**config.mk**
```make
export PLATFORM = sky130hd
export DESIGN_NAME = elm_lock_monitor
export DESIGN_NICKNAME = d
export VERILOG_FILES = /design/src/core/elm_pkg.sv /design/src/core/elm_lock_monitor.sv
export VERILOG_INCLUDE_DIRS = /design/src /design/src/core
export SDC_FILE = /design/constraint.sdc
export NUM_CORES = 1
export LEC_CHECK = 0
export ABC_AREA = 1
export BUFFER_PORTS_ARGS = -buffer_cell sky130_fd_sc_hd__buf_2
export CAP_MARGIN = 20
export CORE_ASPECT_RATIO = 1.75
export CORE_UTILIZATION = 65
export CTS_BUF_LIST = sky130_fd_sc_hd__clkbuf_4
export DETAILED_ROUTE_END_ITERATION = 8
export GPL_TIMING_DRIVEN = 0
export PLACE_DENSITY = 0.85
export SLEW_MARGIN = 15
export SYNTH_ARGS = -nofsm -noshare
export SYNTH_HDL_FRONTEND = slang
export SYNTH_SLANG_ARGS = --single-unit
```
**constraint.sdc**
```tcl
create_clock -name clk_i -period 17.5 [get_ports clk_i]
set_input_delay 0 -clock clk_i [delete_from_list [all_inputs] [get_ports clk_i]]
set_output_delay 0 -clock clk_i [all_outputs]
set_load 0.01 [all_outputs]
```
**src/core/elm_params.svh**
```systemverilog
// Offsets, reset values, field positions and counts of the lock monitor
`ifndef ELM_PARAMS_SVH
`define ELM_PARAMS_SVH
`define ELM_A_OVR      8'h00
`define ELM_A_STAT     8'h04
`define ELM_A_INT      8'h08
`define ELM_A_BND      8'h0C
`define ELM_A_DCTL     8'h10
`define ELM_A_ASYM     8'h14
`define ELM_A_JIT      8'h18
`define ELM_A_AVG      8'h1C
`define ELM_OVR_RST    6'h00
`define ELM_INT_RST    8'h40
`define ELM_BND_RST    16'hFF00
`define ELM_DCTL_RST   2'h2
`define ELM_STAT_LONG  2
`define ELM_WIN_LO     10'h24B
`define ELM_SYNC_D     10'h24C
`define ELM_WIN_HI     10'h24D
`define ELM_WIN_OV     10'h24E
`define ELM_OMISS_N    3'h7
`define ELM_LSAT16     6'h10
`define ELM_LSAT61     6'h3D
`define ELM_RL_MIN     4'h3
`define ELM_RL_SYNC    4'hB
`define ELM_RL_LONG    4'hE
`define ELM_C_LOCK     5'h01
`define ELM_C_INNER    5'h06
`define ELM_C_OUTER    5'h04
`define ELM_C_HOLD     5'h08
`define ELM_C_OUT3     5'h14
`define ELM_STEP_C     10'h008
`define ELM_STEP_F     10'h002
`define ELM_STEP_I     10'h002
`define ELM_STEP_L     10'h001
`define ELM_JT_1       4'h2
`define ELM_JT_2       4'h4
`define ELM_JT_3       4'h6
`define ELM_JV_0       6'h01
`define ELM_JV_1       6'h09
`define ELM_JV_2       6'h19
`define ELM_JV_3       6'h31
`define ELM_TBIT_LAST  2'h3
`define ELM_T_J1       6'h00
`define ELM_T_F        6'h0C
`define ELM_T_A        6'h18
`define ELM_T_J2       6'h24
`define ELM_T_PAUSE    6'h2F
`define ELM_DIV_SH     23
`endif

```
**src/core/elm_pkg.sv**
```systemverilog
// Types shared by the lock monitor
package elm_pkg;
  typedef enum logic [2:0] {
    MD_OUTER = 3'b000,
    MD_OUT3  = 3'b001,
    MD_HOLD  = 3'b010,
    MD_INNER = 3'b011,
    MD_LOCK  = 3'b100
  } elm_mode_t;
  typedef struct packed {
    logic [3:0] len;
    logic [3:0] lead_d;
    logic [3:0] trail_d;
  } elm_sym_t;
  typedef struct packed {
    logic       lock_override_enable;
    logic [4:0] forced_lock_state_code;
  } elm_ovr_t;
  typedef struct packed {
    logic [7:0] integrator_upper_bound;
    logic [7:0] integrator_lower_bound;
  } elm_bnd_t;
endpackage

```
**src/core/elm_lock_monitor.sv**
```systemverilog
// Loop lock control, pushback, jitter monitor and telemetry output
//
// Notes on behaviour
// (RL1) Three lock conditions: in-lock, inner aid, outer aid.
// (RL2) Outer aid goes inner on sync 587..589 apart; seven out-of-window syncs drop back.
// (RL3) Inner aid goes in-lock on sync 587..589 apart.
// (RL4) Missed syncs in lock counted, saturation at 16 or 61 leaves lock.
// (RL5) Status shows frequency lock, phase lock and overlong run flags.
// (RL6) Automatic capture mode chosen from the two lock flags.
// (RL7) Outer aid steers coarse on short runs, fine on long runs.
// (RL8) Inner aid steers towards exactly 588 bits between syncs.
// (RL9) Override forces in-lock, inner or outer by state code.
// (RL10) Override codes for hold and short-run-only outer; others reserved.
// (RL11) Without override, software state kept unless hardware is closer.
// (RL12) Hold freezes the frequency; a preset may still be written.
// (RL13) Integrator write presets frequency; read gives live value.
// (RL14) Integrator kept between lower and upper bound fields.
// (RL15) Pushback turns run lengths 1 and 2 into 3.
// (RL16) Slicer asymmetry readable as 8-bit two's complement.
// (RL17) Transition distance mapped to jitter inputs 1, 9, 25, 49.
// (RL18) Jitter averaged in 10-bit low-pass, upper 8 bits readable.
// (RL19) Long-term jitter averaged over 8000 bit clocks.
// (RL20) Telemetry frames of 64 bits, four clocks each, 17 pause bits.
// (RL21) Frame: start, jitter, start, frequency, start, asymmetry.
// (RL22) Frame tail: zeros, start, second jitter, pause.
// (RL23) Two successive run-length-11 symbols give a sync.
// (RL24) Frames back to back, each field sampled at its start.
//
// The placing of the registers and the address-and-strobe port were chosen for this implementation.
`timescale 1ns/1ps
`include "elm_params.svh"
module elm_lock_monitor
  import elm_pkg::*;
#(
  parameter int AVG_WIN = 8000
) (
  // Clock and reset
  input  wire logic        clk_i,
  input  wire logic        resetn_i,
  // Register port
  input  wire logic [7:0]  addr_i,
  input  wire logic [31:0] wdata_i,
  input  wire logic        wr_i,
  input  wire logic        rd_i,
  output logic      [31:0] rdata_o,
  // Recovered bit clock
  input  wire logic        bclk_i,
  // Run-length symbols and transitions
  input  wire logic        sym_vld_i,
  input  wire elm_sym_t    sym_i,
  input  wire logic        zx_vld_i,
  input  wire logic [3:0]  zx_dist_i,
  input  wire logic        zx_late_i,
  input  wire logic [7:0]  asym_i,
  // Corrected symbols and lock state
  output logic             pb_vld_o,
  output logic      [3:0]  pb_len_o,
  output logic             pb_shift_late_o,
  output logic             sync_o,
  output elm_mode_t        mode_o,
  // Telemetry
  output logic             telemetry_out_pin_o,
  output logic             telemetry_sample_clock_o
);

  localparam logic [23:0] RECIP =
    24'((2 ** `ELM_DIV_SH + AVG_WIN / 2) / AVG_WIN);
  localparam logic [15:0] WIN_LAST = 16'(AVG_WIN - 1);

  // Saturating step of the integrator
  function automatic logic [9:0] fstep(logic [9:0] v, logic up,
                                       logic [9:0] a);
    logic [10:0] s;
    s = up ? {1'b0, v} + {1'b0, a} : {1'b0, v} - {1'b0, a};
    if (s[10]) fstep = up ? 10'h3FF : 10'h000;
    else fstep = s[9:0];
  endfunction

  // Limit to the programmed bounds
  function automatic logic [9:0] fclamp(logic [9:0] v, elm_bnd_t b);
    logic [9:0] lo;
    logic [9:0] hi;
    lo = {b.integrator_lower_bound, 2'b00};
    hi = {b.integrator_upper_bound, 2'b11};
    if (v < lo) fclamp = lo;
    else if (v > hi) fclamp = hi;
    else fclamp = v;
  endfunction

  // Transition distance to jitter input
  function automatic logic [5:0] jit_map(logic [3:0] d);
    if (d < `ELM_JT_1) jit_map = `ELM_JV_0;
    else if (d < `ELM_JT_2) jit_map = `ELM_JV_1;
    else if (d < `ELM_JT_3) jit_map = `ELM_JV_2;
    else jit_map = `ELM_JV_3;
  endfunction

  logic        bclk_s1_q, bclk_s2_q, bclk_s3_q;
  elm_ovr_t    ovr_q;
  elm_bnd_t    bnd_q;
  logic        lock61_q, pben_q, long_q;
  logic [7:0]  asym_q;
  logic [31:0] rdata_q;
  logic        rl11_q;
  logic [9:0]  dist_q, dist_d;
  logic        frequency_lock_flag_q, frequency_lock_flag_d, phase_lock_flag_q, phase_lock_flag_d;
  logic [2:0]  omiss_q, omiss_d;
  logic [5:0]  lmiss_q, lmiss_d;
  logic [9:0]  freq_q, freq_d, f_nx;
  elm_mode_t   mode, sw_mode, mode_q;
  logic        sw_vld;
  logic        pb_vld_q, pb_shl_q;
  logic [3:0]  pb_len_q;
  logic        sync_q;
  logic [9:0]  acc_q, acc_d;
  logic [15:0] win_q;
  logic [23:0] sum_q;
  logic [7:0]  avg_q;
  logic [1:0]  tdiv_q;
  logic [5:0]  tidx_q;
  logic [9:0]  tj1_q, tf_q, tj2_q;
  logic [7:0]  ta_q;
  logic        telemetry_out_pin_q, tcl_q;

  // Bit clock synchroniser and edge find
  always_ff @(posedge clk_i or negedge resetn_i) begin
    if (!resetn_i) begin
      bclk_s1_q <= 1'b0;
      bclk_s2_q <= 1'b0;
      bclk_s3_q <= 1'b0;
    end else begin
      bclk_s1_q <= bclk_i;
      bclk_s2_q <= bclk_s1_q;
      bclk_s3_q <= bclk_s2_q;
    end
  end
  wire bit_tick = bclk_s2_q & ~bclk_s3_q;

  // Register decode
  wire wr_ovr  = wr_i && (addr_i == `ELM_A_OVR);
  wire wr_stat = wr_i && (addr_i == `ELM_A_STAT);
  wire wr_int  = wr_i && (addr_i == `ELM_A_INT);
  wire wr_bnd  = wr_i && (addr_i == `ELM_A_BND);
  wire wr_dctl = wr_i && (addr_i == `ELM_A_DCTL);
  wire long_clr = wr_stat && wdata_i[`ELM_STAT_LONG];
  wire long_set = sym_vld_i && (sym_i.len >= `ELM_RL_LONG);

  // Software registers, overlong flag set wins over clear
  always_ff @(posedge clk_i or negedge resetn_i) begin
    if (!resetn_i) begin
      ovr_q    <= `ELM_OVR_RST;
      bnd_q    <= `ELM_BND_RST;
      {pben_q, lock61_q} <= `ELM_DCTL_RST;
      long_q   <= 1'b0;
      asym_q   <= 8'h00;
    end else begin
      if (wr_ovr) ovr_q <= elm_ovr_t'(wdata_i[5:0]);
      if (wr_bnd) bnd_q <= elm_bnd_t'(wdata_i[15:0]);
      if (wr_dctl) {pben_q, lock61_q} <= wdata_i[1:0];
      long_q <= long_set | (long_q & ~long_clr); // RL5
      asym_q <= asym_i;
    end
  end

  // Read mux
  wire [31:0] rd_mux =
    (addr_i == `ELM_A_OVR)  ? {26'h0, ovr_q} :
    (addr_i == `ELM_A_STAT) ? {25'h0, mode_q, 1'b0, long_q,
                               phase_lock_flag_q, frequency_lock_flag_q} : // RL5
    (addr_i == `ELM_A_INT)  ? {24'h0, freq_q[9:2]} : // RL13
    (addr_i == `ELM_A_BND)  ? {16'h0, bnd_q} :
    (addr_i == `ELM_A_DCTL) ? {30'h0, pben_q, lock61_q} :
    (addr_i == `ELM_A_ASYM) ? {24'h0, asym_q} : // RL16
    (addr_i == `ELM_A_JIT)  ? {24'h0, acc_q[9:2]} : // RL18
    (addr_i == `ELM_A_AVG)  ? {24'h0, avg_q} : 32'h0;

  // Read data for one cycle
  always_ff @(posedge clk_i or negedge resetn_i) begin
    if (!resetn_i) rdata_q <= 32'h0;
    else rdata_q <= rd_i ? rd_mux : 32'h0;
  end
  assign rdata_o = rdata_q;

  // Sync detection and distance count
  wire sync_det = sym_vld_i && (sym_i.len == `ELM_RL_SYNC) && rl11_q; // RL23
  wire in_win = (dist_q >= `ELM_WIN_LO) && (dist_q <= `ELM_WIN_HI);
  wire sync_ok  = sync_det && in_win;
  wire sync_bad = sync_det && !in_win;
  wire miss_ev  = bit_tick && (dist_q == `ELM_WIN_OV) && !sync_det;
  assign dist_d = sync_det ? {9'h000, bit_tick} :
                  miss_ev ? (`ELM_WIN_OV - `ELM_SYNC_D) :
                  dist_q + {9'h000, bit_tick};

  always_ff @(posedge clk_i or negedge resetn_i) begin
    if (!resetn_i) begin
      rl11_q <= 1'b0;
      dist_q <= 10'h000;
      sync_q <= 1'b0;
    end else begin
      if (sym_vld_i) rl11_q <= (sym_i.len == `ELM_RL_SYNC) && !sync_det;
      dist_q <= dist_d;
      sync_q <= sync_det;
    end
  end

  // Lock flags and miss counters
  wire [5:0] lsat = lock61_q ? `ELM_LSAT61 : `ELM_LSAT16;
  always_comb begin
    frequency_lock_flag_d  = frequency_lock_flag_q;
    phase_lock_flag_d = phase_lock_flag_q;
    omiss_d  = omiss_q;
    lmiss_d  = lmiss_q;
    if (phase_lock_flag_q) begin
      if (sync_ok) lmiss_d = 6'h00;
      else if (sync_bad || miss_ev) begin
        if (lmiss_q == 6'(lsat - 6'h01)) begin // RL4
          phase_lock_flag_d = 1'b0;
          lmiss_d  = 6'h00;
        end else lmiss_d = lmiss_q + 6'h01;
      end
    end else if (frequency_lock_flag_q) begin
      if (sync_ok) begin // RL3
        phase_lock_flag_d = 1'b1;
        omiss_d  = 3'h0;
      end else if (sync_bad) begin
        if (omiss_q == 3'(`ELM_OMISS_N - 3'h1)) begin // RL2
          frequency_lock_flag_d = 1'b0;
          omiss_d = 3'h0;
        end else omiss_d = omiss_q + 3'h1;
      end
    end else if (sync_ok) begin // RL2
      frequency_lock_flag_d = 1'b1;
      omiss_d = 3'h0;
    end
  end

  always_ff @(posedge clk_i or negedge resetn_i) begin
    if (!resetn_i) begin
      frequency_lock_flag_q  <= 1'b0;
      phase_lock_flag_q <= 1'b0;
      omiss_q  <= 3'h0;
      lmiss_q  <= 6'h00;
    end else begin
      frequency_lock_flag_q  <= frequency_lock_flag_d;
      phase_lock_flag_q <= phase_lock_flag_d;
      omiss_q  <= omiss_d;
      lmiss_q  <= lmiss_d;
    end
  end

  // Hardware mode from the flags
  wire elm_mode_t hw_mode = phase_lock_flag_q ? MD_LOCK :
                            frequency_lock_flag_q ? MD_INNER : MD_OUTER; // RL6 RL1

  // Software state code decode
  always_comb begin
    sw_vld  = 1'b1;
    sw_mode = MD_OUTER;
    unique case (ovr_q.forced_lock_state_code)
      `ELM_C_LOCK:  sw_mode = MD_LOCK; // RL9
      `ELM_C_INNER: sw_mode = MD_INNER; // RL9
      `ELM_C_OUTER: sw_mode = MD_OUTER; // RL9
      `ELM_C_HOLD:  sw_mode = MD_HOLD; // RL10
      `ELM_C_OUT3:  sw_mode = MD_OUT3; // RL10
      default:      sw_vld = 1'b0; // RL10
    endcase
  end

  // Effective mode: forced, or the closer of software and hardware
  wire ovr_act = ovr_q.lock_override_enable && sw_vld;
  wire sw_wins = !ovr_q.lock_override_enable && sw_vld &&
                 (sw_mode > hw_mode); // RL11
  assign mode = (ovr_act || sw_wins) ? sw_mode : hw_mode;

  // Frequency steering per mode
  wire short_rl = sym_vld_i && (sym_i.len < `ELM_RL_MIN);
  wire long_rl  = sym_vld_i && (sym_i.len > `ELM_RL_SYNC);
  always_comb begin
    f_nx = freq_q;
    unique case (mode)
      MD_OUTER, MD_OUT3: begin
        if (short_rl) f_nx = fstep(freq_q, 1'b1, `ELM_STEP_C); // RL7
        else if (long_rl && mode == MD_OUTER)
          f_nx = fstep(freq_q, 1'b0, `ELM_STEP_F); // RL7
      end
      MD_INNER: begin
        if (sync_det && dist_q != `ELM_SYNC_D)
          f_nx = fstep(freq_q, dist_q < `ELM_SYNC_D,
                       `ELM_STEP_I); // RL8
      end
      MD_LOCK: begin
        if (zx_vld_i && zx_dist_i >= `ELM_JT_1)
          f_nx = fstep(freq_q, !zx_late_i, `ELM_STEP_L);
      end
      MD_HOLD: f_nx = freq_q; // RL12
    endcase
  end
  assign freq_d = wr_int ? fclamp({wdata_i[7:0], 2'b00}, bnd_q) : // RL13
                  (mode == MD_HOLD) ? freq_q : // RL12
                  fclamp(f_nx, bnd_q); // RL14

  always_ff @(posedge clk_i or negedge resetn_i) begin
    if (!resetn_i) begin
      freq_q <= {`ELM_INT_RST, 2'b00};
      mode_q <= MD_OUTER;
    end else begin
      freq_q <= freq_d;
      mode_q <= mode;
    end
  end

  // Run length pushback
  always_ff @(posedge clk_i or negedge resetn_i) begin
    if (!resetn_i) begin
      pb_vld_q <= 1'b0;
      pb_len_q <= 4'h0;
      pb_shl_q <= 1'b0;
    end else begin
      pb_vld_q <= sym_vld_i;
      if (sym_vld_i) begin
        pb_len_q <= (pben_q && sym_i.len < `ELM_RL_MIN) ?
                    `ELM_RL_MIN : sym_i.len; // RL15
        pb_shl_q <= pben_q && (sym_i.len == 4'h2) &&
                    (sym_i.trail_d >= sym_i.lead_d); // RL15
      end
    end
  end

  // Jitter low-pass filter
  assign acc_d = zx_vld_i ? acc_q - {4'h0, acc_q[9:4]} +
                 {4'h0, jit_map(zx_dist_i)} : acc_q; // RL17 RL18

  // Long-term average over a window of bit clocks
  wire [23:0] sum_nx = sum_q + {16'h0, acc_q[9:2]};
  wire [47:0] prod = sum_nx * RECIP;
  always_ff @(posedge clk_i or negedge resetn_i) begin
    if (!resetn_i) begin
      acc_q <= 10'h000;
      win_q <= 16'h0000;
      sum_q <= 24'h00_0000;
      avg_q <= 8'h00;
    end else begin
      acc_q <= acc_d;
      if (bit_tick) begin
        if (win_q == WIN_LAST) begin // RL19
          win_q <= 16'h0000;
          sum_q <= 24'h00_0000;
          avg_q <= prod[`ELM_DIV_SH+7:`ELM_DIV_SH];
        end else begin
          win_q <= win_q + 16'h0001;
          sum_q <= sum_nx;
        end
      end
    end
  end

  // Telemetry frame, bit 0 at the top
  wire [63:0] frame = {1'b1, tj1_q, 1'b0, 1'b1, tf_q, 1'b0,
                       1'b1, ta_q, 3'b000, 1'b1, tj2_q,
                       17'h0_0000}; // RL21 RL22
  wire tstart = (tdiv_q == 2'b00);

  // Telemetry timing, capture and output
  always_ff @(posedge clk_i or negedge resetn_i) begin
    if (!resetn_i) begin
      tdiv_q <= 2'b00;
      tidx_q <= 6'h00;
      tj1_q  <= 10'h000;
      tf_q   <= 10'h000;
      ta_q   <= 8'h00;
      tj2_q  <= 10'h000;
      telemetry_out_pin_q <= 1'b0;
      tcl_q  <= 1'b0;
    end else begin
      tdiv_q <= tdiv_q + 2'b01;
      if (tdiv_q == `ELM_TBIT_LAST) tidx_q <= tidx_q + 6'h01; // RL20 RL24
      if (tstart && tidx_q == `ELM_T_J1) tj1_q <= acc_q; // RL24
      if (tstart && tidx_q == `ELM_T_F) tf_q <= freq_q;
      if (tstart && tidx_q == `ELM_T_A) ta_q <= asym_q;
      if (tstart && tidx_q == `ELM_T_J2) tj2_q <= acc_q;
      telemetry_out_pin_q <= frame[6'(6'h3F - tidx_q)];
      tcl_q  <= tdiv_q[1];
    end
  end

  assign pb_vld_o = pb_vld_q;
  assign pb_len_o = pb_len_q;
  assign pb_shift_late_o = pb_shl_q;
  assign sync_o = sync_q;
  assign mode_o = mode_q;
  assign telemetry_out_pin_o = telemetry_out_pin_q;
  assign telemetry_sample_clock_o = tcl_q;
endmodule

```
== Word-level counts from Yosys, hierarchy flattened ==
Index checks and enable logic that the tools add are counted.
Word-level totals
  register bits after elaboration: 200
  bits in latches: 0
  RAM bits: 0
  bits in read-only memories: 0
  memories: 0
Cells by class
  add/subtract/negate cells: 16
  $mul: 1
  divide/modulo/power cells: 0
  magnitude comparators: 17
  equal/unequal tests: 28
  shift operators: 0
  muxes and demuxes: 62
  bitwise gates (word level): 6
  reductions and logical operators: 47
Operators by type and width (count)
  two-way mux 10 bit: 18
  two-way mux 16 bit: 6
  two-way mux 6 bit: 7
  case mux 10 bit (4 select lines): 1
  == test 8 x 5 -> 1 bit, second input constant: 4
  two-way mux 8 bit: 4
  multiplier 24 x 11 -> 31 bit, second input constant: 1
  logical AND 1 bit: 30
  adder 24 x 8 -> 24 bit: 1
  two-way mux 24 bit: 1
  two-way mux 11 bit: 2
  two-way mux 3 bit: 7
  greater-than comparator 10 bit: 2
  < comparator 10 bit: 2
  adder 16 x 1 -> 16 bit, second input constant: 1
  == test 16 x 13 -> 1 bit, second input constant: 1
  == test 8 x 4 -> 1 bit, second input constant: 2
  adder 6 x 1 -> 6 bit, second input constant: 2
  two-way mux 1 bit: 12
  case mux 3 bit (4 select lines): 1
  adder 10 x 1 -> 11 bit, second input constant: 1
  adder 10 x 2 -> 11 bit, second input constant: 1
  adder 10 x 4 -> 11 bit, second input constant: 1
  subtractor 10 x 1 -> 11 bit, second input constant: 1
  54 further kinds: 68

== Logic depth before layout (Yosys ltp) ==
Gate-level depths: netlist (run 1).
  depth in word-level cells: 17
  mapped depth: 34
  mapped depth without buffers: 34

== Least setup slack after synthesis (run 1) ==
Ideal clock, no wire load.
  path type: register to register
  start point: register acc_q[2]
  end point: register avg_q[4]
  library setup time: 132 ps
  arrival: 5902 ps
  slack: 11466 ps
  stages on the path, launching flop included: 32
  path buffers: 0
  period minus slack after synthesis: 6034 ps
  cells stage by stage: dfrtp_1 > ha_1 > inv_1 > fa_1 > o21ai_2 > nand2_1 > nand2_1 > nand4_1 > nor3_2 > nand4_1 > inv_1 > nand2_1 > xor2_1 > inv_1 > ha_1 > ha_1 > ha_1 > fa_1 > inv_1 > fa_1 > inv_1 > ha_1 > nand4_1 > nor3_1 > inv_1 > o221ai_1 > a21oi_1 > o31ai_1 > a21boi_0 > o21ai_0 > xor2_1 > o21ai_0
On the way
  word-level cells in the longest chain between the ends: 2
Ends and longest elaborated chain
  from (decl): RTL line elm_lock_monitor.sv:115  | logic [9:0] acc_q, acc_d;
  from (signal assigned): RTL line elm_lock_monitor.sv:338  | acc_q <= 10'h000;
  from (signal assigned): RTL line elm_lock_monitor.sv:343  | acc_q <= acc_d;
  adder 24 x 8 -> 24 bit: RTL line elm_lock_monitor.sv:334  | wire [23:0] sum_nx = sum_q + {16'h0, acc_q[9:2]};
  multiplier 24 x 11 -> 31 bit: RTL line elm_lock_monitor.sv:335  | wire [47:0] prod = sum_nx * RECIP;
  to (signal assigned): RTL line elm_lock_monitor.sv:348  | avg_q <= prod[`ELM_DIV_SH+7:`ELM_DIV_SH];
  to (decl): RTL line elm_lock_monitor.sv:118  | logic [7:0] avg_q;
No other way between the ends.
A chain may end at the register's enable or synchronous reset.

== Worst setup path after layout (run 1) ==
  start point: register acc_q[2]
  end point: register avg_q[7]
The elaborated chain is that of the path after synthesis.

==> results of run 1 <==
==> stage by stage <==
stage               util, %  cell area [um^2]  power (uW)  setup slack, ns  std cells
global route           74.0             18400        4030             9.39       2612
finish                 74.0             18400        3670             9.84       2613
global placement       70.0             17400        3080            10.24       2514
floorplan                 -             16600        2580            11.47       2120
CTS                    73.9             18300        3570             10.0       2610
detailed placement     70.1             17400        3290            10.04       2515
==> final timing paths <==
path,startpoint,to,slack [ns],cells past startpoint
worst max register to register,acc_q[2]$_DFFE_PN0P_,avg_q[7]$_DFFE_PN0P_,9.84,27
min in group asynchronous,resetn_i,acc_q[4]$_DFFE_PN0P_,0.49,4
worst min-delay path,wdata_i[12],bnd_q[12]$_DFFE_PN1P_,0.08,4
worst max-delay path,acc_q[2]$_DFFE_PN0P_,avg_q[7]$_DFFE_PN0P_,9.84,27
worst min register to register,bclk_s1_q$_DFF_PN0_,bclk_s2_q$_DFF_PN0_,0.37,0
max in group asynchronous,resetn_i,lmiss_q[5]$_DFFE_PN0P_,16.52,4
==> cells by family (layout without fill, tap and decap cells) <==
| group | Yosys count | in the layout |
|---|---|---|
| simple gates | 752 | 752 |
| xor+xnor | 62 | 62 |
| other cells | 1 | 18 |
| compound gates | 400 | 400 |
| buf+inv | 449 | 628 |
| flops | 200 | 200 |
| mux | 3 | 3 |
| fa+ha+maj | 238 | 238 |
==> critical path: stages, from the launching register on <==
cell and delay (ns):
dfrtp_1 0.48, ha_1 0.20, inv_1 0.07, fa_1 0.42, o21ai_2 0.23, nand2_1 0.10
nand2_1 0.10, nand4_1 0.17, nor3_2 0.39, nand4_1 0.27, inv_1 0.11, nand2_1 0.08
nor4_1 0.27, xor2_1 0.32, inv_1 0.18, ha_1 0.35, ha_1 0.30, ha_1 0.29
inv_1 0.06, fa_1 0.53, inv_1 0.05, ha_1 0.29, ha_1 0.40, a21o_1 0.23
o21bai_1 0.16, a2111oi_0 1.10, nand4_1 0.23, a2bb2oi_1 0.22
==> cell usage after synthesis (9+ instances only) <==
cell	instances
a211oi_1	10
nand2_1	343
nand2_2	17
nand3_1	108
a21oi_2	9
o221ai_1	11
a31oi_1	11
buf_4	17
fa_1	42
ha_1	196
nor3_1	37
o21a_1	11
inv_2	10
dfstp_2	10
buf_2	11
o22ai_1	25
xor2_1	54
clkbuf_1	27
inv_1	375
nand4_1	34
dfrtp_1	190
o211ai_1	17
a21oi_1	105
nor2_1	170
o21ai_0	141
==> layout by cell type, fill, tap and decap left out, drive strengths merged, types with 5 or more instances in the layout <==
| cell | count |
|---|---|
| inv | 394 |
| nand2 | 368 |
| ha | 196 |
| dfrtp | 190 |
| nor2 | 179 |
| o21ai | 150 |
| nand3 | 118 |
| buf | 117 |
| a21oi | 115 |
| dlygate4sd3 | 62 |
| xor2 | 54 |
| clkbuf | 45 |
| fa | 42 |
| nor3 | 38 |
| nand4 | 37 |
| o22ai | 26 |
| o211ai | 17 |
| conb | 16 |
| o221ai | 12 |
| o21a | 11 |
| a31oi | 11 |
| a211oi | 11 |
| dfstp | 10 |
| xnor2 | 8 |
| a221oi | 8 |
| o21bai | 8 |
| nor4 | 8 |
| clkinv | 7 |
| a21o | 5 |
| o2111ai | 5 |
==> power by group <==
group          switching [uW]  total, uW  internal [uW]
logic                    1730       2800           1060
registers                68.3        601            533
clock network             177        267           90.3
==> routing by layer <==
layer	share of wire, %	track usage, %
met1	33	38.0
met2	52	67.9
met3	5.7	7.16
met4	9.2	34.5
met5	0	0
==> state kept, by name, indices dropped and copies added (netlist names), 8 cells and up <==
signal / count
sum_q: 24
bnd_q: 16
rdata_o: 16
win_q: 16
acc_q: 10
dist_q: 10
freq_q: 10
tf_q: 10
tj1_q: 10
tj2_q: 10
asym_q: 8
avg_q: 8
ta_q: 8
==> cell type report <==
class / count / area share (%)
Clock buffer: 18 / 0.736
Buffer: 59 / 1.76
Sequential cell: 200 / 27.3
Tap cell: 312 / 2.13
Timing Repair Buffer: 147 / 6.01
Inverter: 390 / 8.01
Antenna cell: 2 / 0.0273
Clock inverter: 14 / 0.886
Multi-Input combinational cell: 1471 / 53.1
==> timing repair <==
item                       4_1_cts  5_1_grt
hold endpoints to repair       261        0
buffers inserted                 0        0
hold buffers                    63        0
setup endpoints to repair        0        0
==> report_table.html, run 1 <==
<table>
<tr><th>Metric</th><th>Value</th></tr>
<tr><th colspan="2">Clock tree</th></tr>
<tr><td>Root Driver</td><td>clkbuf_4</td></tr>
<tr><td>Clock tree from TritonCTS</td><td>built</td></tr>
<tr><td>Number of sinks handled by clock tree synthesis</td><td>200</td></tr>
<tr><td>Clock buffer depth</td><td>2</td></tr>
<tr><td>Latest clock arrival within the worst-skew pair</td><td>0.69 ns</td></tr>
<tr><td>Num CTS Buffers</td><td>17</td></tr>
<tr><td>Clock slew at reported path FFs</td><td>0.18 ns</td></tr>
<tr><td>H-Tree Level Count</td><td>4</td></tr>
<tr><td>Count of cells resized by post-cts repair</td><td>0</td></tr>
<tr><th colspan="2">Routing</th></tr>
<tr><td>TritonRoute pass-1 iters</td><td>7</td></tr>
<tr><td>Sum of routed wire length over all layers</td><td>48,700 um</td></tr>
<tr><td>DRC marker count from the first detailed-route iteration</td><td>1,208</td></tr>
<tr><td>Vias per cell</td><td>5.98</td></tr>
<tr><td>Average wire per standard cell</td><td>18.6 um</td></tr>
<tr><td>Routed Antenna Nets</td><td>0</td></tr>
<tr><td>DRC</td><td>0</td></tr>
<tr><td>Total number of vias</td><td>15.6k</td></tr>
<tr><th colspan="2">Placement</th></tr>
<tr><td>Dpl hpwl</td><td>37,000 um</td></tr>
<tr><td>GPL Wtd Cong</td><td>1.00</td></tr>
<tr><td>Quantity of I/O buffers inserted on ports</td><td>82</td></tr>
<tr><th colspan="2">Global route</th></tr>
<tr><td>Total congestion overflow</td><td>0</td></tr>
<tr><td>Gr usage total</td><td>38.7%</td></tr>
<tr><td>Number of global-route vias before repair</td><td>15.4k</td></tr>
<tr><td>Number of antenna violations at the first check in global routing</td><td>1</td></tr>
<tr><td>Largest net degree at the start of global routing</td><td>107</td></tr>
<tr><td>Wire length of the first global-routing pass</td><td>75,600 um</td></tr>
<tr><th colspan="2">Floorplan</th></tr>
<tr><td>Die span in y</td><td>213 um</td></tr>
<tr><td>Starting Density</td><td>roughly 67%</td></tr>
<tr><td>Placeable Area</td><td>~0.025 mm^2</td></tr>
<tr><td>Number of placement rows</td><td>76</td></tr>
<tr><td>Boundary pin count</td><td>116</td></tr>
<tr><td>Horizontal die dimension</td><td>approximately 120 um</td></tr>
<tr><td>Total Die Area</td><td>0.0261 mm^2</td></tr>
<tr><th colspan="2">Run status</th></tr>
<tr><td>Outcome</td><td>finished clean</td></tr>
<tr><th colspan="2">Worst hold path</th></tr>
<tr><td>Worst hold path class</td><td>primary input to register</td></tr>
<tr><th colspan="2">Logic synthesis</th></tr>
<tr><td>Part of the Yosys area used for sequential elements</td><td>between 30% and 40%</td></tr>
<tr><td>Top post-synthesis cells by area</td><td>dfrtp_1 (29%), ha_1 (15%), inv_1 (8.5%)</td></tr>
<tr><td>Netlist area before placement</td><td>0.0165 mm^2</td></tr>
<tr><td>Post-synthesis xor/xnor area fraction</td><td>3.29%</td></tr>
<tr><td>FF+latch count, synth</td><td>200</td></tr>
<tr><td>Multiplexer share of the synthesized area</td><td>less than 1%</td></tr>
<tr><td>Area fraction of the dominant cell type after synthesis</td><td>28.8%</td></tr>
<tr><td>Synth Area in Simple Gates</td><td>20.7%</td></tr>
<tr><td>Post-Synthesis Cells</td><td>2,105</td></tr>
<tr><td>Biggest area consumer among synthesized cells</td><td>dfrtp_1</td></tr>
<tr><td>Total number of yosys warnings</td><td>0</td></tr>
<tr><td>Largest family of logic cells by synthesized area</td><td>simple AND/OR/NAND/NOR gates</td></tr>
<tr><td>Adder and majority cell fraction of the synthesized area</td><td>20.0%</td></tr>
<tr><td>Synth async-reset ratio</td><td>between 90% and 100%</td></tr>
<tr><td>Primary FF master, synth</td><td>dfrtp_1</td></tr>
<tr><td>Complex-gate fraction of the synthesized area</td><td>14.6%</td></tr>
<tr><td>Number of unique standard cell types used by synthesis</td><td>67</td></tr>
<tr><td>Number of flops mapped to enable cells by yosys</td><td>0</td></tr>
<tr><td>Mean instance size in the synthesized netlist</td><td>a little under 8 um^2</td></tr>
<tr><th colspan="2">Setup path</th></tr>
<tr><td>Required time of the critical path</td><td>18.13 ns</td></tr>
<tr><td>Worst EP arrival</td><td>8.29 ns</td></tr>
<tr><td>CP Launch Type</td><td>register</td></tr>
<tr><td>Highest net fanout along the worst path</td><td>6</td></tr>
<tr><td>Category of the critical setup timing path</td><td>register to register</td></tr>
<tr><td>Kind of end point of the critical path</td><td>register</td></tr>
<tr><th colspan="2">Cells and area</th></tr>
<tr><td>Fill cell count</td><td>1,937</td></tr>
<tr><td>Footprint of the flip-flops and latches</td><td>0.00502 mm^2</td></tr>
<tr><td>Share of cells above drive strength 1</td><td>around 10%</td></tr>
<tr><td>Total area of multi-input combinational cells</td><td>0.00975 mm^2</td></tr>
<tr><td>Area Overhead vs Synth</td><td>11.2%</td></tr>
<tr><td>Final net count</td><td>2,596</td></tr>
<tr><th colspan="2">Power</th></tr>
<tr><td>VDD IR-drop max</td><td>0.665 mV</td></tr>
<tr><td>Static leakage</td><td>around 0.0097 uW</td></tr>
<tr><td>Power per cell area</td><td>200 mW/mm^2</td></tr>
<tr><th colspan="2">Timing</th></tr>
<tr><td>Total count of max-transition violations in the final report</td><td>0</td></tr>
<tr><td>Normalized max-slew margin</td><td>roughly an eighth</td></tr>
<tr><td>Slew at the pin closest to its max-slew limit</td><td>about 1.3 ns</td></tr>
<tr><td>Minimum clock period after layout</td><td>approximately 7.7 ns</td></tr>
<tr><td>Period Utilization, post-route</td><td>43.8%</td></tr>
<tr><td>RSZ-0062 raised after global routing</td><td>no</td></tr>
<tr><td>Count of final setup violators</td><td>0</td></tr>
<tr><td>Smallest hold slack</td><td>0.0767 ns</td></tr>
<tr><td>Number of failing hold endpoints at the final stage</td><td>0</td></tr>
<tr><td>Total Negative Setup Slacks</td><td>0 ns</td></tr>
<tr><td>Achievable Freq</td><td>0.131 GHz</td></tr>
<tr><td>Skew final</td><td>roughly 0.028 ns</td></tr>
<tr><th colspan="2">Flow run</th></tr>
<tr><td>Max-cap violations</td><td>0</td></tr>
</table>
Power figures use the tool's default switching activity.
==> run 2, diff against run 1 <==
--- a/config.mk
+++ b/config.mk
@@ -10,11 +10,11 @@
 export BUFFER_PORTS_ARGS = -buffer_cell sky130_fd_sc_hd__buf_2
 export CAP_MARGIN = 20
 export CORE_ASPECT_RATIO = 1.75
-export CORE_UTILIZATION = 65
+export CORE_UTILIZATION = 64
 export CTS_BUF_LIST = sky130_fd_sc_hd__clkbuf_4
 export DETAILED_ROUTE_END_ITERATION = 8
 export GPL_TIMING_DRIVEN = 0
-export PLACE_DENSITY = 0.85
+export PLACE_DENSITY = 0.84
 export SLEW_MARGIN = 15
 export SYNTH_ARGS = -nofsm -noshare
 export SYNTH_HDL_FRONTEND = slang
==> constraint.sdc (replaced) <==
create_clock -name clk_i -period 7.4 [get_ports clk_i]
set_input_delay 0 -clock clk_i [delete_from_list [all_inputs] [get_ports clk_i]]
set_output_delay 0 -clock clk_i [all_outputs]
set_load 0.01 [all_outputs]
==> run 2 against run 1 <==
Clock-buffer cell count fell by 1. Die area rose by 1.5%. Sequential power rose by 140%. Critical path depth rose by 6. Routed wire length fell by 1.4%. Non-clock buffer count rose by 2. Global-route usage fell by 0.75 points. Flip-flop and latch count did not move. First-iteration DRC count rose by 0.66%. Utilization fell by 1.4 points. Worst setup slack got worse by 9.6 ns. Critical path type unchanged. Largest cell class unchanged. Largest power group unchanged.
==> report_table.html, run 2 (synthesis gave the netlist of run 1 again) <==
<table>
<tr><th>Metric</th><th>Value</th></tr>
<tr><th colspan="2">Worst hold path</th></tr>
<tr><td>Worst hold path class</td><td>primary input to register</td></tr>
<tr><td>Hold Crit Start</td><td>wdata_i[11]</td></tr>
<tr><td>Hold path cells</td><td>4 (unchanged)</td></tr>
<tr><th colspan="2">Clock tree</th></tr>
<tr><td>Root Driver</td><td>clkbuf_4</td></tr>
<tr><td>Clock slew at reported path FFs</td><td>0.18 ns (about the same)</td></tr>
<tr><td>Clock buffer depth</td><td>2 (unchanged)</td></tr>
<tr><td>Latest clock arrival within the worst-skew pair</td><td>0.68 ns (about the same)</td></tr>
<tr><td>Num CTS Buffers</td><td>17 (unchanged)</td></tr>
<tr><td>H-Tree Level Count</td><td>4 (unchanged)</td></tr>
<tr><td>Number of sinks handled by clock tree synthesis</td><td>200 (unchanged)</td></tr>
<tr><td>Clock tree from TritonCTS</td><td>built</td></tr>
<tr><th colspan="2">Floorplan</th></tr>
<tr><td>Starting Density</td><td>65.1% (-1.4 points)</td></tr>
<tr><td>Placeable Area</td><td>0.0253 mm^2 (+2.1%)</td></tr>
<tr><td>Horizontal die dimension</td><td>123 um (+0.76%)</td></tr>
<tr><td>Total Die Area</td><td>0.0265 mm^2 (+1.5%)</td></tr>
<tr><td>Boundary pin count</td><td>116 (unchanged)</td></tr>
<tr><td>Die span in y</td><td>214 um (+0.77%)</td></tr>
<tr><td>Number of placement rows</td><td>77 (+1.3%)</td></tr>
<tr><th colspan="2">Global route</th></tr>
<tr><td>Number of antenna violations at the first check in global routing</td><td>1 (unchanged)</td></tr>
<tr><td>Largest net degree at the start of global routing</td><td>107 (unchanged)</td></tr>
<tr><td>Number of global-route vias before repair</td><td>15.8k (+2.5%)</td></tr>
<tr><td>Total congestion overflow</td><td>0 (unchanged)</td></tr>
<tr><td>Gr usage total</td><td>37.9% (-0.75 points)</td></tr>
<tr><td>Wire length of the first global-routing pass</td><td>75,900 um (+0.37%)</td></tr>
<tr><th colspan="2">Cells and area</th></tr>
<tr><td>Share of cells above drive strength 1</td><td>10.6% (+0.25 points)</td></tr>
<tr><td>Fill cell count</td><td>1,974 (+1.9%)</td></tr>
<tr><td>Final Core Density</td><td>72.6% (-1.4 points)</td></tr>
<tr><td>Footprint of the flip-flops and latches</td><td>0.00502 mm^2 (unchanged)</td></tr>
<tr><td>Final instance area</td><td>0.0184 mm^2 (+0.21%)</td></tr>
<tr><td>Leading cell type in the layout, fill and taps excluded</td><td>inv_1</td></tr>
<tr><td>Number of flip-flops in the largest register</td><td>24 (unchanged)</td></tr>
<tr><td>Area Overhead vs Synth</td><td>11.5%</td></tr>
<tr><td>Final net count</td><td>2,598 (+0.077%)</td></tr>
<tr><td>Non-filler cells in the finished layout</td><td>2,619 (+0.23%)</td></tr>
<tr><td>Total area of multi-input combinational cells</td><td>0.00978 mm^2 (+0.31%)</td></tr>
<tr><td>Commonest cells after routing, fill and taps aside</td><td>inv_1 (375), nand2_1 (343), ha_1 (196), dfrtp_1 (190), nor2_1 (170)</td></tr>
<tr><td>Largest register by flop count</td><td>sum_q</td></tr>
<tr><th colspan="2">Power</th></tr>
<tr><td>VDD IR-drop max</td><td>1.30 mV (+96%)</td></tr>
<tr><td>Power per cell area</td><td>462 mW/mm^2 (+130%)</td></tr>
<tr><td>Static leakage</td><td>0.00972 uW (+0.35%)</td></tr>
<tr><th colspan="2">Setup path</th></tr>
<tr><td>Worst EP arrival</td><td>7.68 ns (-0.61 ns)</td></tr>
<tr><td>Maximum single-stage delay on the critical path</td><td>0.55 ns (-0.55 ns)</td></tr>
<tr><td>Category of the critical setup timing path</td><td>register to register</td></tr>
<tr><td>Category of cells accounting for the largest share of critical-path delay</td><td>adder cells</td></tr>
<tr><td>Launch point of the worst path</td><td>acc_q[8]$_DFFE_PN0P_</td></tr>
<tr><td>Kind of end point of the critical path</td><td>register</td></tr>
<tr><td>R2R cell count</td><td>33 (+22%)</td></tr>
<tr><td>Cell at the slowest stage of the critical path</td><td>fa_1</td></tr>
<tr><td>Startpoint of the lowest-slack register-to-register path</td><td>acc_q[8]$_DFFE_PN0P_</td></tr>
<tr><td>Highest net fanout along the worst path</td><td>6 (unchanged)</td></tr>
<tr><td>CP Launch Type</td><td>register</td></tr>
<tr><td>Required time of the critical path</td><td>7.94 ns (-10.19 ns)</td></tr>
<tr><td>CP Buf/Inv Count</td><td>4 (-1)</td></tr>
<tr><td>Most used cell, CP</td><td>ha_1</td></tr>
<tr><td>Count of cell instances traversed by the critical path</td><td>33 (+22%)</td></tr>
<tr><th colspan="2">Timing</th></tr>
<tr><td>Period Utilization, post-route</td><td>96.6% (+53 points)</td></tr>
<tr><td>Total Negative Setup Slacks</td><td>0 ns (unchanged)</td></tr>
<tr><td>Skew final</td><td>0.0378 ns (+0.00990 ns)</td></tr>
<tr><td>Normalized max-slew margin</td><td>35.7% (+23 points)</td></tr>
<tr><td>Total count of max-transition violations in the final report</td><td>0 (unchanged)</td></tr>
<tr><td>Slew at the pin closest to its max-slew limit</td><td>0.964 ns (-0.305 ns)</td></tr>
<tr><td>Count of final setup violators</td><td>0 (unchanged)</td></tr>
<tr><td>Achievable Freq</td><td>0.140 GHz (+7.1%)</td></tr>
<tr><td>Minimum clock period after layout</td><td>7.15 ns (-0.510 ns)</td></tr>
<tr><td>Final WS setup</td><td>0.251 ns (-9.59 ns)</td></tr>
<tr><td>Number of failing hold endpoints at the final stage</td><td>0 (unchanged)</td></tr>
<tr><th colspan="2">Routing</th></tr>
<tr><td>Routed Antenna Nets</td><td>0 (unchanged)</td></tr>
<tr><td>Total number of vias</td><td>15.5k (-0.66%)</td></tr>
<tr><td>DRC</td><td>0 (unchanged)</td></tr>
<tr><td>Sum of routed wire length over all layers</td><td>48,000 um (-1.4%)</td></tr>
<tr><td>Average wire per standard cell</td><td>18.3 um (-1.6%)</td></tr>
<tr><td>TritonRoute pass-1 iters</td><td>9 (+2)</td></tr>
<tr><td>DRC marker count from the first detailed-route iteration</td><td>1,216 (+0.66%)</td></tr>
<tr><td>Vias per cell</td><td>5.92 (-0.89%)</td></tr>
<tr><th colspan="2">Run status</th></tr>
<tr><td>Outcome</td><td>finished clean</td></tr>
<tr><th colspan="2">Placement</th></tr>
<tr><td>Placed cells</td><td>2,519 (+0.16%)</td></tr>
<tr><td>Dpl ws</td><td>0.0517 ns (-9.99 ns)</td></tr>
<tr><td>Post-placement cell area</td><td>0.0174 mm^2 (about the same)</td></tr>
<tr><td>Dpl hpwl</td><td>36,400 um (-1.5%)</td></tr>
<tr><td>Quantity of I/O buffers inserted on ports</td><td>82 (unchanged)</td></tr>
<tr><td>GPL Wtd Cong</td><td>0.989 (-1.1%)</td></tr>
<tr><th colspan="2">Flow run</th></tr>
<tr><td>Max-cap violations</td><td>0 (unchanged)</td></tr>
</table>
-- run 2: cell count changes in the layout (fill, tap and decap cells not counted), sizes merged --
cell,before,now
buf,117,121
clkbuf,45,44
dlygate4sd3,62,60
inv,394,395
-- run 2: final cells by class --
class                           count  share of cell area, %
Antenna cell                        2                 0.0272
Buffer                             59                   1.75
Clock buffer                       17                  0.694
Clock inverter                     15                  0.891
Inverter                          390                   8.00
Multi-Input combinational cell   1471                   53.2
Sequential cell                   200                   27.3
Tap cell                          316                   2.15
Timing Repair Buffer              149                   6.05
-- run 2: final timing paths --
path / end / slack [ns]
worst max-delay path: avg_q[6]$_DFFE_PN0P_ / 0.25
worst min-delay path: bnd_q[11]$_DFFE_PN1P_ / 0.10
worst max register to register: avg_q[6]$_DFFE_PN0P_ / 0.25
worst min register to register: bclk_s2_q$_DFF_PN0_ / 0.37
max in group asynchronous: lmiss_q[2]$_DFFE_PN0P_ / 6.42
min in group asynchronous: freq_q[8]$_DFFE_PN1P_ / 0.43
-- run 2: worst reg2reg max path, delay by kind of cell, from the launching register on --
| kind | cells | cell delay, ns |
|---|---|---|
| flops | 1 | 0.54 |
| buf+inv | 4 | 0.34 |
| simple gates | 10 | 1.56 |
| compound gates | 10 | 1.42 |
| xor+xnor | 2 | 0.39 |
| fa+ha+maj | 7 | 2.74 |
-- run 2: power breakdown --
part	internal [uW]	switching [uW]	total, uW
clock	209	425	634
sequential	1260	159	1420
combinational	2460	3990	6450
total	3930	4570	8500
-- run 2: layer usage --
| metal | up-vias | GRT usage, % | routed length, um |
|---|---|---|---|
| met3 | 268 | 8.80 | 3110 |
| met2 | 678 | 65.1 | 24500 |
| met1 | 7281 | 36.6 | 15900 |
| li1 | 7288 | - | - |
| met5 | - | 0 | 0 |
| met4 | 0 | 33.9 | 4530 |
-- run 2: repair_timing --
item	in CTS	in global routing
setup endpoints to repair	0	5
endpoints found under the hold margin	259	0
hold buffers	61	0
setup buffers	0	5
resized for setup	0	7
-- run 2: stage by stage --
| stage | hold WS [ns] | total power [uW] |
|---|---|---|
| after floorplan | -0.296 | 6090 |
| after global placement | 0.107 | 7320 |
| after detailed placement | 0.0658 | 7750 |
| after CTS | 0.0737 | 8420 |
| after global routing | 0.0959 | 9620 |
| final | 0.103 | 8500 |
==> run 3, diff against run 2 <==
--- a/config.mk
+++ b/config.mk
@@ -10,11 +10,10 @@
 export BUFFER_PORTS_ARGS = -buffer_cell sky130_fd_sc_hd__buf_2
 export CAP_MARGIN = 20
 export CORE_ASPECT_RATIO = 1.75
-export CORE_UTILIZATION = 64
+export CORE_UTILIZATION = 35
 export CTS_BUF_LIST = sky130_fd_sc_hd__clkbuf_4
 export DETAILED_ROUTE_END_ITERATION = 8
 export GPL_TIMING_DRIVEN = 0
-export PLACE_DENSITY = 0.84
 export SLEW_MARGIN = 15
 export SYNTH_ARGS = -nofsm -noshare
 export SYNTH_HDL_FRONTEND = slang
==> run 3 against run 2 <==
The flow now finishes with violations (DRC). Highest routed layer unchanged. Largest power group unchanged. Combinational power fell by 3.3%. Design area rose by 1.7%. Sequential share of layout area fell by 0.43 points. Via count fell by 4.1%. Fmax rose by 2.1%.
==> report_table.html, run 3 (synthesis gave the netlist of run 1 again) <==
<table>
<tr><th>Metric</th><th>Value</th></tr>
<tr><th colspan="2">Run status</th></tr>
<tr><td>Outcome</td><td>finished with violations</td></tr>
<tr><td>Violations in the final reports</td><td>DRC</td></tr>
<tr><th colspan="2">Clock tree</th></tr>
<tr><td>Clock buffer depth</td><td>2 (unchanged)</td></tr>
<tr><td>Clock slew at reported path FFs</td><td>0.19 ns (about the same)</td></tr>
<tr><td>Latest clock arrival within the worst-skew pair</td><td>0.65 ns (-0.03 ns)</td></tr>
<tr><td>H-Tree Level Count</td><td>4 (unchanged)</td></tr>
<tr><td>Num CTS Buffers</td><td>17 (unchanged)</td></tr>
<tr><td>Root Driver</td><td>clkbuf_4</td></tr>
<tr><td>Number of sinks handled by clock tree synthesis</td><td>200 (unchanged)</td></tr>
<tr><td>Clock tree from TritonCTS</td><td>built</td></tr>
<tr><th colspan="2">Floorplan</th></tr>
<tr><td>Starting Density</td><td>35.6% (-30 points)</td></tr>
<tr><td>Total Die Area</td><td>0.0481 mm^2 (+82%)</td></tr>
<tr><td>Die span in y</td><td>289 um (+35%)</td></tr>
<tr><td>Placeable Area</td><td>0.0463 mm^2 (+83%)</td></tr>
<tr><td>Boundary pin count</td><td>116 (unchanged)</td></tr>
<tr><td>Number of placement rows</td><td>104 (+35%)</td></tr>
<tr><td>Horizontal die dimension</td><td>166 um (+35%)</td></tr>
<tr><th colspan="2">Routing</th></tr>
<tr><td>TritonRoute pass-1 iters</td><td>7 (-2)</td></tr>
<tr><td>Top routing layer in use</td><td>met4</td></tr>
<tr><td>Amount of wire on met2 after detailed routing</td><td>27,100 um (+11%)</td></tr>
<tr><td>DRC marker count from the first detailed-route iteration</td><td>948 (-22%)</td></tr>
<tr><td>Vias per cell</td><td>5.16 (-13%)</td></tr>
<tr><td>Routed Antenna Nets</td><td>0 (unchanged)</td></tr>
<tr><td>Total number of vias</td><td>14.9k (-4.1%)</td></tr>
<tr><td>Sum of routed wire length over all layers</td><td>49,100 um (+2.3%)</td></tr>
<tr><td>Met3 wire length</td><td>1670 um (-46%)</td></tr>
<tr><td>Detailed-route wire length on metal 1</td><td>17,500 um (+9.9%)</td></tr>
<tr><td>DRC</td><td>11 (+11)</td></tr>
<tr><td>Average wire per standard cell</td><td>17.0 um (-7.0%)</td></tr>
<tr><th colspan="2">Global route</th></tr>
<tr><td>Wire length of the first global-routing pass</td><td>77,800 um (+2.4%)</td></tr>
<tr><td>Total congestion overflow</td><td>0 (unchanged)</td></tr>
<tr><td>Number of global-route vias before repair</td><td>15.1k (-4.3%)</td></tr>
<tr><td>Number of antenna violations at the first check in global routing</td><td>1 (unchanged)</td></tr>
<tr><td>Gr usage total</td><td>20.8% (-17 points)</td></tr>
<tr><td>Largest net degree at the start of global routing</td><td>101 (-5.6%)</td></tr>
<tr><th colspan="2">Placement</th></tr>
<tr><td>GPL Wtd Cong</td><td>0.953 (-3.6%)</td></tr>
<tr><td>Dpl hpwl</td><td>39,600 um (+8.7%)</td></tr>
<tr><td>Post-placement cell area</td><td>0.0178 mm^2 (+2.1%)</td></tr>
<tr><td>Quantity of I/O buffers inserted on ports</td><td>82 (unchanged)</td></tr>
<tr><td>Dpl ws</td><td>0.0726 ns (+0.0209 ns)</td></tr>
<tr><th colspan="2">Cells and area</th></tr>
<tr><td>Final instance area</td><td>0.0187 mm^2 (+1.7%)</td></tr>
<tr><td>Footprint of the flip-flops and latches</td><td>0.00502 mm^2 (about the same)</td></tr>
<tr><td>Largest register by flop count</td><td>sum_q</td></tr>
<tr><td>Total area of multi-input combinational cells</td><td>0.00978 mm^2 (about the same)</td></tr>
<tr><td>Final net count</td><td>2,595 (-0.12%)</td></tr>
<tr><td>Final Core Density</td><td>40.4% (-32 points)</td></tr>
<tr><td>Fill cell count</td><td>4,773 (+140%)</td></tr>
<tr><td>Commonest cells after routing, fill and taps aside</td><td>inv_1 (375), nand2_1 (343), ha_1 (196), dfrtp_1 (187), nor2_1 (170)</td></tr>
<tr><td>Leading cell type in the layout, fill and taps excluded</td><td>inv_1</td></tr>
<tr><td>Number of flip-flops in the largest register</td><td>24 (unchanged)</td></tr>
<tr><td>Area Overhead vs Synth</td><td>13.3%</td></tr>
<tr><td>Share of cells above drive strength 1</td><td>10.7% (+0.014 points)</td></tr>
<tr><th colspan="2">Setup path</th></tr>
<tr><td>Kind of end point of the critical path</td><td>register</td></tr>
<tr><td>Launch point of the worst path</td><td>acc_q[2]$_DFFE_PN0P_</td></tr>
<tr><td>Required time of the critical path</td><td>7.93 ns (about the same)</td></tr>
<tr><td>Worst EP arrival</td><td>7.53 ns (-0.15 ns)</td></tr>
<tr><td>Maximum single-stage delay on the critical path</td><td>0.72 ns (+0.17 ns)</td></tr>
<tr><td>Most used cell, CP</td><td>ha_1</td></tr>
<tr><td>Cell at the slowest stage of the critical path</td><td>a2111oi_1</td></tr>
<tr><td>Startpoint of the lowest-slack register-to-register path</td><td>acc_q[2]$_DFFE_PN0P_</td></tr>
<tr><td>CP Launch Type</td><td>register</td></tr>
<tr><td>R2R cell count</td><td>28 (-15%)</td></tr>
<tr><td>Highest net fanout along the worst path</td><td>6 (unchanged)</td></tr>
<tr><td>Category of the critical setup timing path</td><td>register to register</td></tr>
<tr><th colspan="2">Worst hold path</th></tr>
<tr><td>Hold Crit Start</td><td>wdata_i[9]</td></tr>
<tr><td>Worst hold path class</td><td>primary input to register</td></tr>
<tr><td>Hold path cells</td><td>4 (unchanged)</td></tr>
<tr><th colspan="2">Power</th></tr>
<tr><td>Static leakage</td><td>0.00969 uW (-0.32%)</td></tr>
<tr><td>Pwr Total</td><td>8280 uW (-2.7%)</td></tr>
<tr><td>Power per cell area</td><td>442 mW/mm^2 (-4.3%)</td></tr>
<tr><td>VDD IR-drop max</td><td>0.551 mV (-58%)</td></tr>
<tr><th colspan="2">Timing</th></tr>
<tr><td>Final WS setup</td><td>0.400 ns (+0.149 ns)</td></tr>
<tr><td>Count of final setup violators</td><td>0 (unchanged)</td></tr>
<tr><td>Achievable Freq</td><td>0.143 GHz (+2.1%)</td></tr>
<tr><td>Total Negative Setup Slacks</td><td>0 ns (unchanged)</td></tr>
<tr><td>Minimum clock period after layout</td><td>7.00 ns (-0.149 ns)</td></tr>
<tr><td>Normalized max-slew margin</td><td>28.3% (-7.4 points)</td></tr>
<tr><td>Period Utilization, post-route</td><td>94.6% (-2.0 points)</td></tr>
<tr><td>Number of failing hold endpoints at the final stage</td><td>0 (unchanged)</td></tr>
<tr><td>Total count of max-transition violations in the final report</td><td>0 (unchanged)</td></tr>
<tr><td>Slew at the pin closest to its max-slew limit</td><td>1.06 ns (+0.0996 ns)</td></tr>
<tr><td>Skew final</td><td>0.0374 ns (-0.000361 ns)</td></tr>
<tr><th colspan="2">Flow run</th></tr>
<tr><td>Max-cap violations</td><td>0 (unchanged)</td></tr>
</table>
[run 3: cell types whose count changed in the layout (fill, tap and decap cells not counted), sizes merged]
cell and change:
bufinv -1, clkinvlp +1, diode -1, buf -4, clkinv +1, inv -1
dlygate4sd3 +1
[run 3: per-layer routing]
metal	GRT usage (%)	vias to the layer above
met5	0	-
met4	13.1	0
met3	2.45	137
met2	41.1	396
met1	20.5	7073
li1	-	7269
[run 3: final timing paths]
kind	end	slack [ns]
min in group asynchronous	acc_q[3]$_DFFE_PN0P_	0.44
max in group asynchronous	win_q[3]$_DFFE_PN0P_	5.99
min	bnd_q[9]$_DFFE_PN1P_	0.11
max reg2reg	avg_q[7]$_DFFE_PN0P_	0.40
max	avg_q[7]$_DFFE_PN0P_	0.40
min reg2reg	bclk_s2_q$_DFF_PN0_	0.37
[run 3: what timing repair did]
action                                 4_1_cts  5_1_grt
setup endpoints to repair                    1        6
buffers inserted                             0        1
resized for setup                            1        8
pin swaps                                    0        2
endpoints found under the hold margin      265        0
hold buffers                                61        0
[run 3: worst max-delay path: cells and delay by family, from the launching register on]
family	cells	cell delay, ns
adders and majority gates	8	2.70
AOI/OAI and AO/OA	6	1.59
and+or+nand+nor	8	1.40
DFF	1	0.45
buffers and inverters	5	0.43
xor gates and xnor gates	1	0.31
[run 3: cell type report]
class / count / share of cell area [%]
Antenna cell: 1 / 0.0134
Buffer: 59 / 1.73
Clock buffer: 17 / 0.682
Clock inverter: 15 / 0.883
Inverter: 390 / 7.86
Multi-Input combinational cell: 1471 / 52.3
Sequential cell: 200 / 26.8
Tap cell: 583 / 3.90
Timing Repair Buffer: 146 / 5.84
[run 3: through the flow]
| stage | cells | hold slack (ns) |
|---|---|---|
| final | 2882 | 0.112 |
| after global routing | 2882 | 0.0733 |
| after CTS | 2880 | 0.0457 |
| after detailed placement | 2787 | -0.189 |
| after global placement | 2785 | 0.112 |
| after floorplan | 2120 | -0.296 |
[run 3: report_power, final]
part / total [uW] / internal [uW] / switching [uW]
registers: 1430 / 1260 / 164
logic: 6240 / 2400 / 3840
clock network: 613 / 182 / 432
total: 8280 / 3840 / 4440
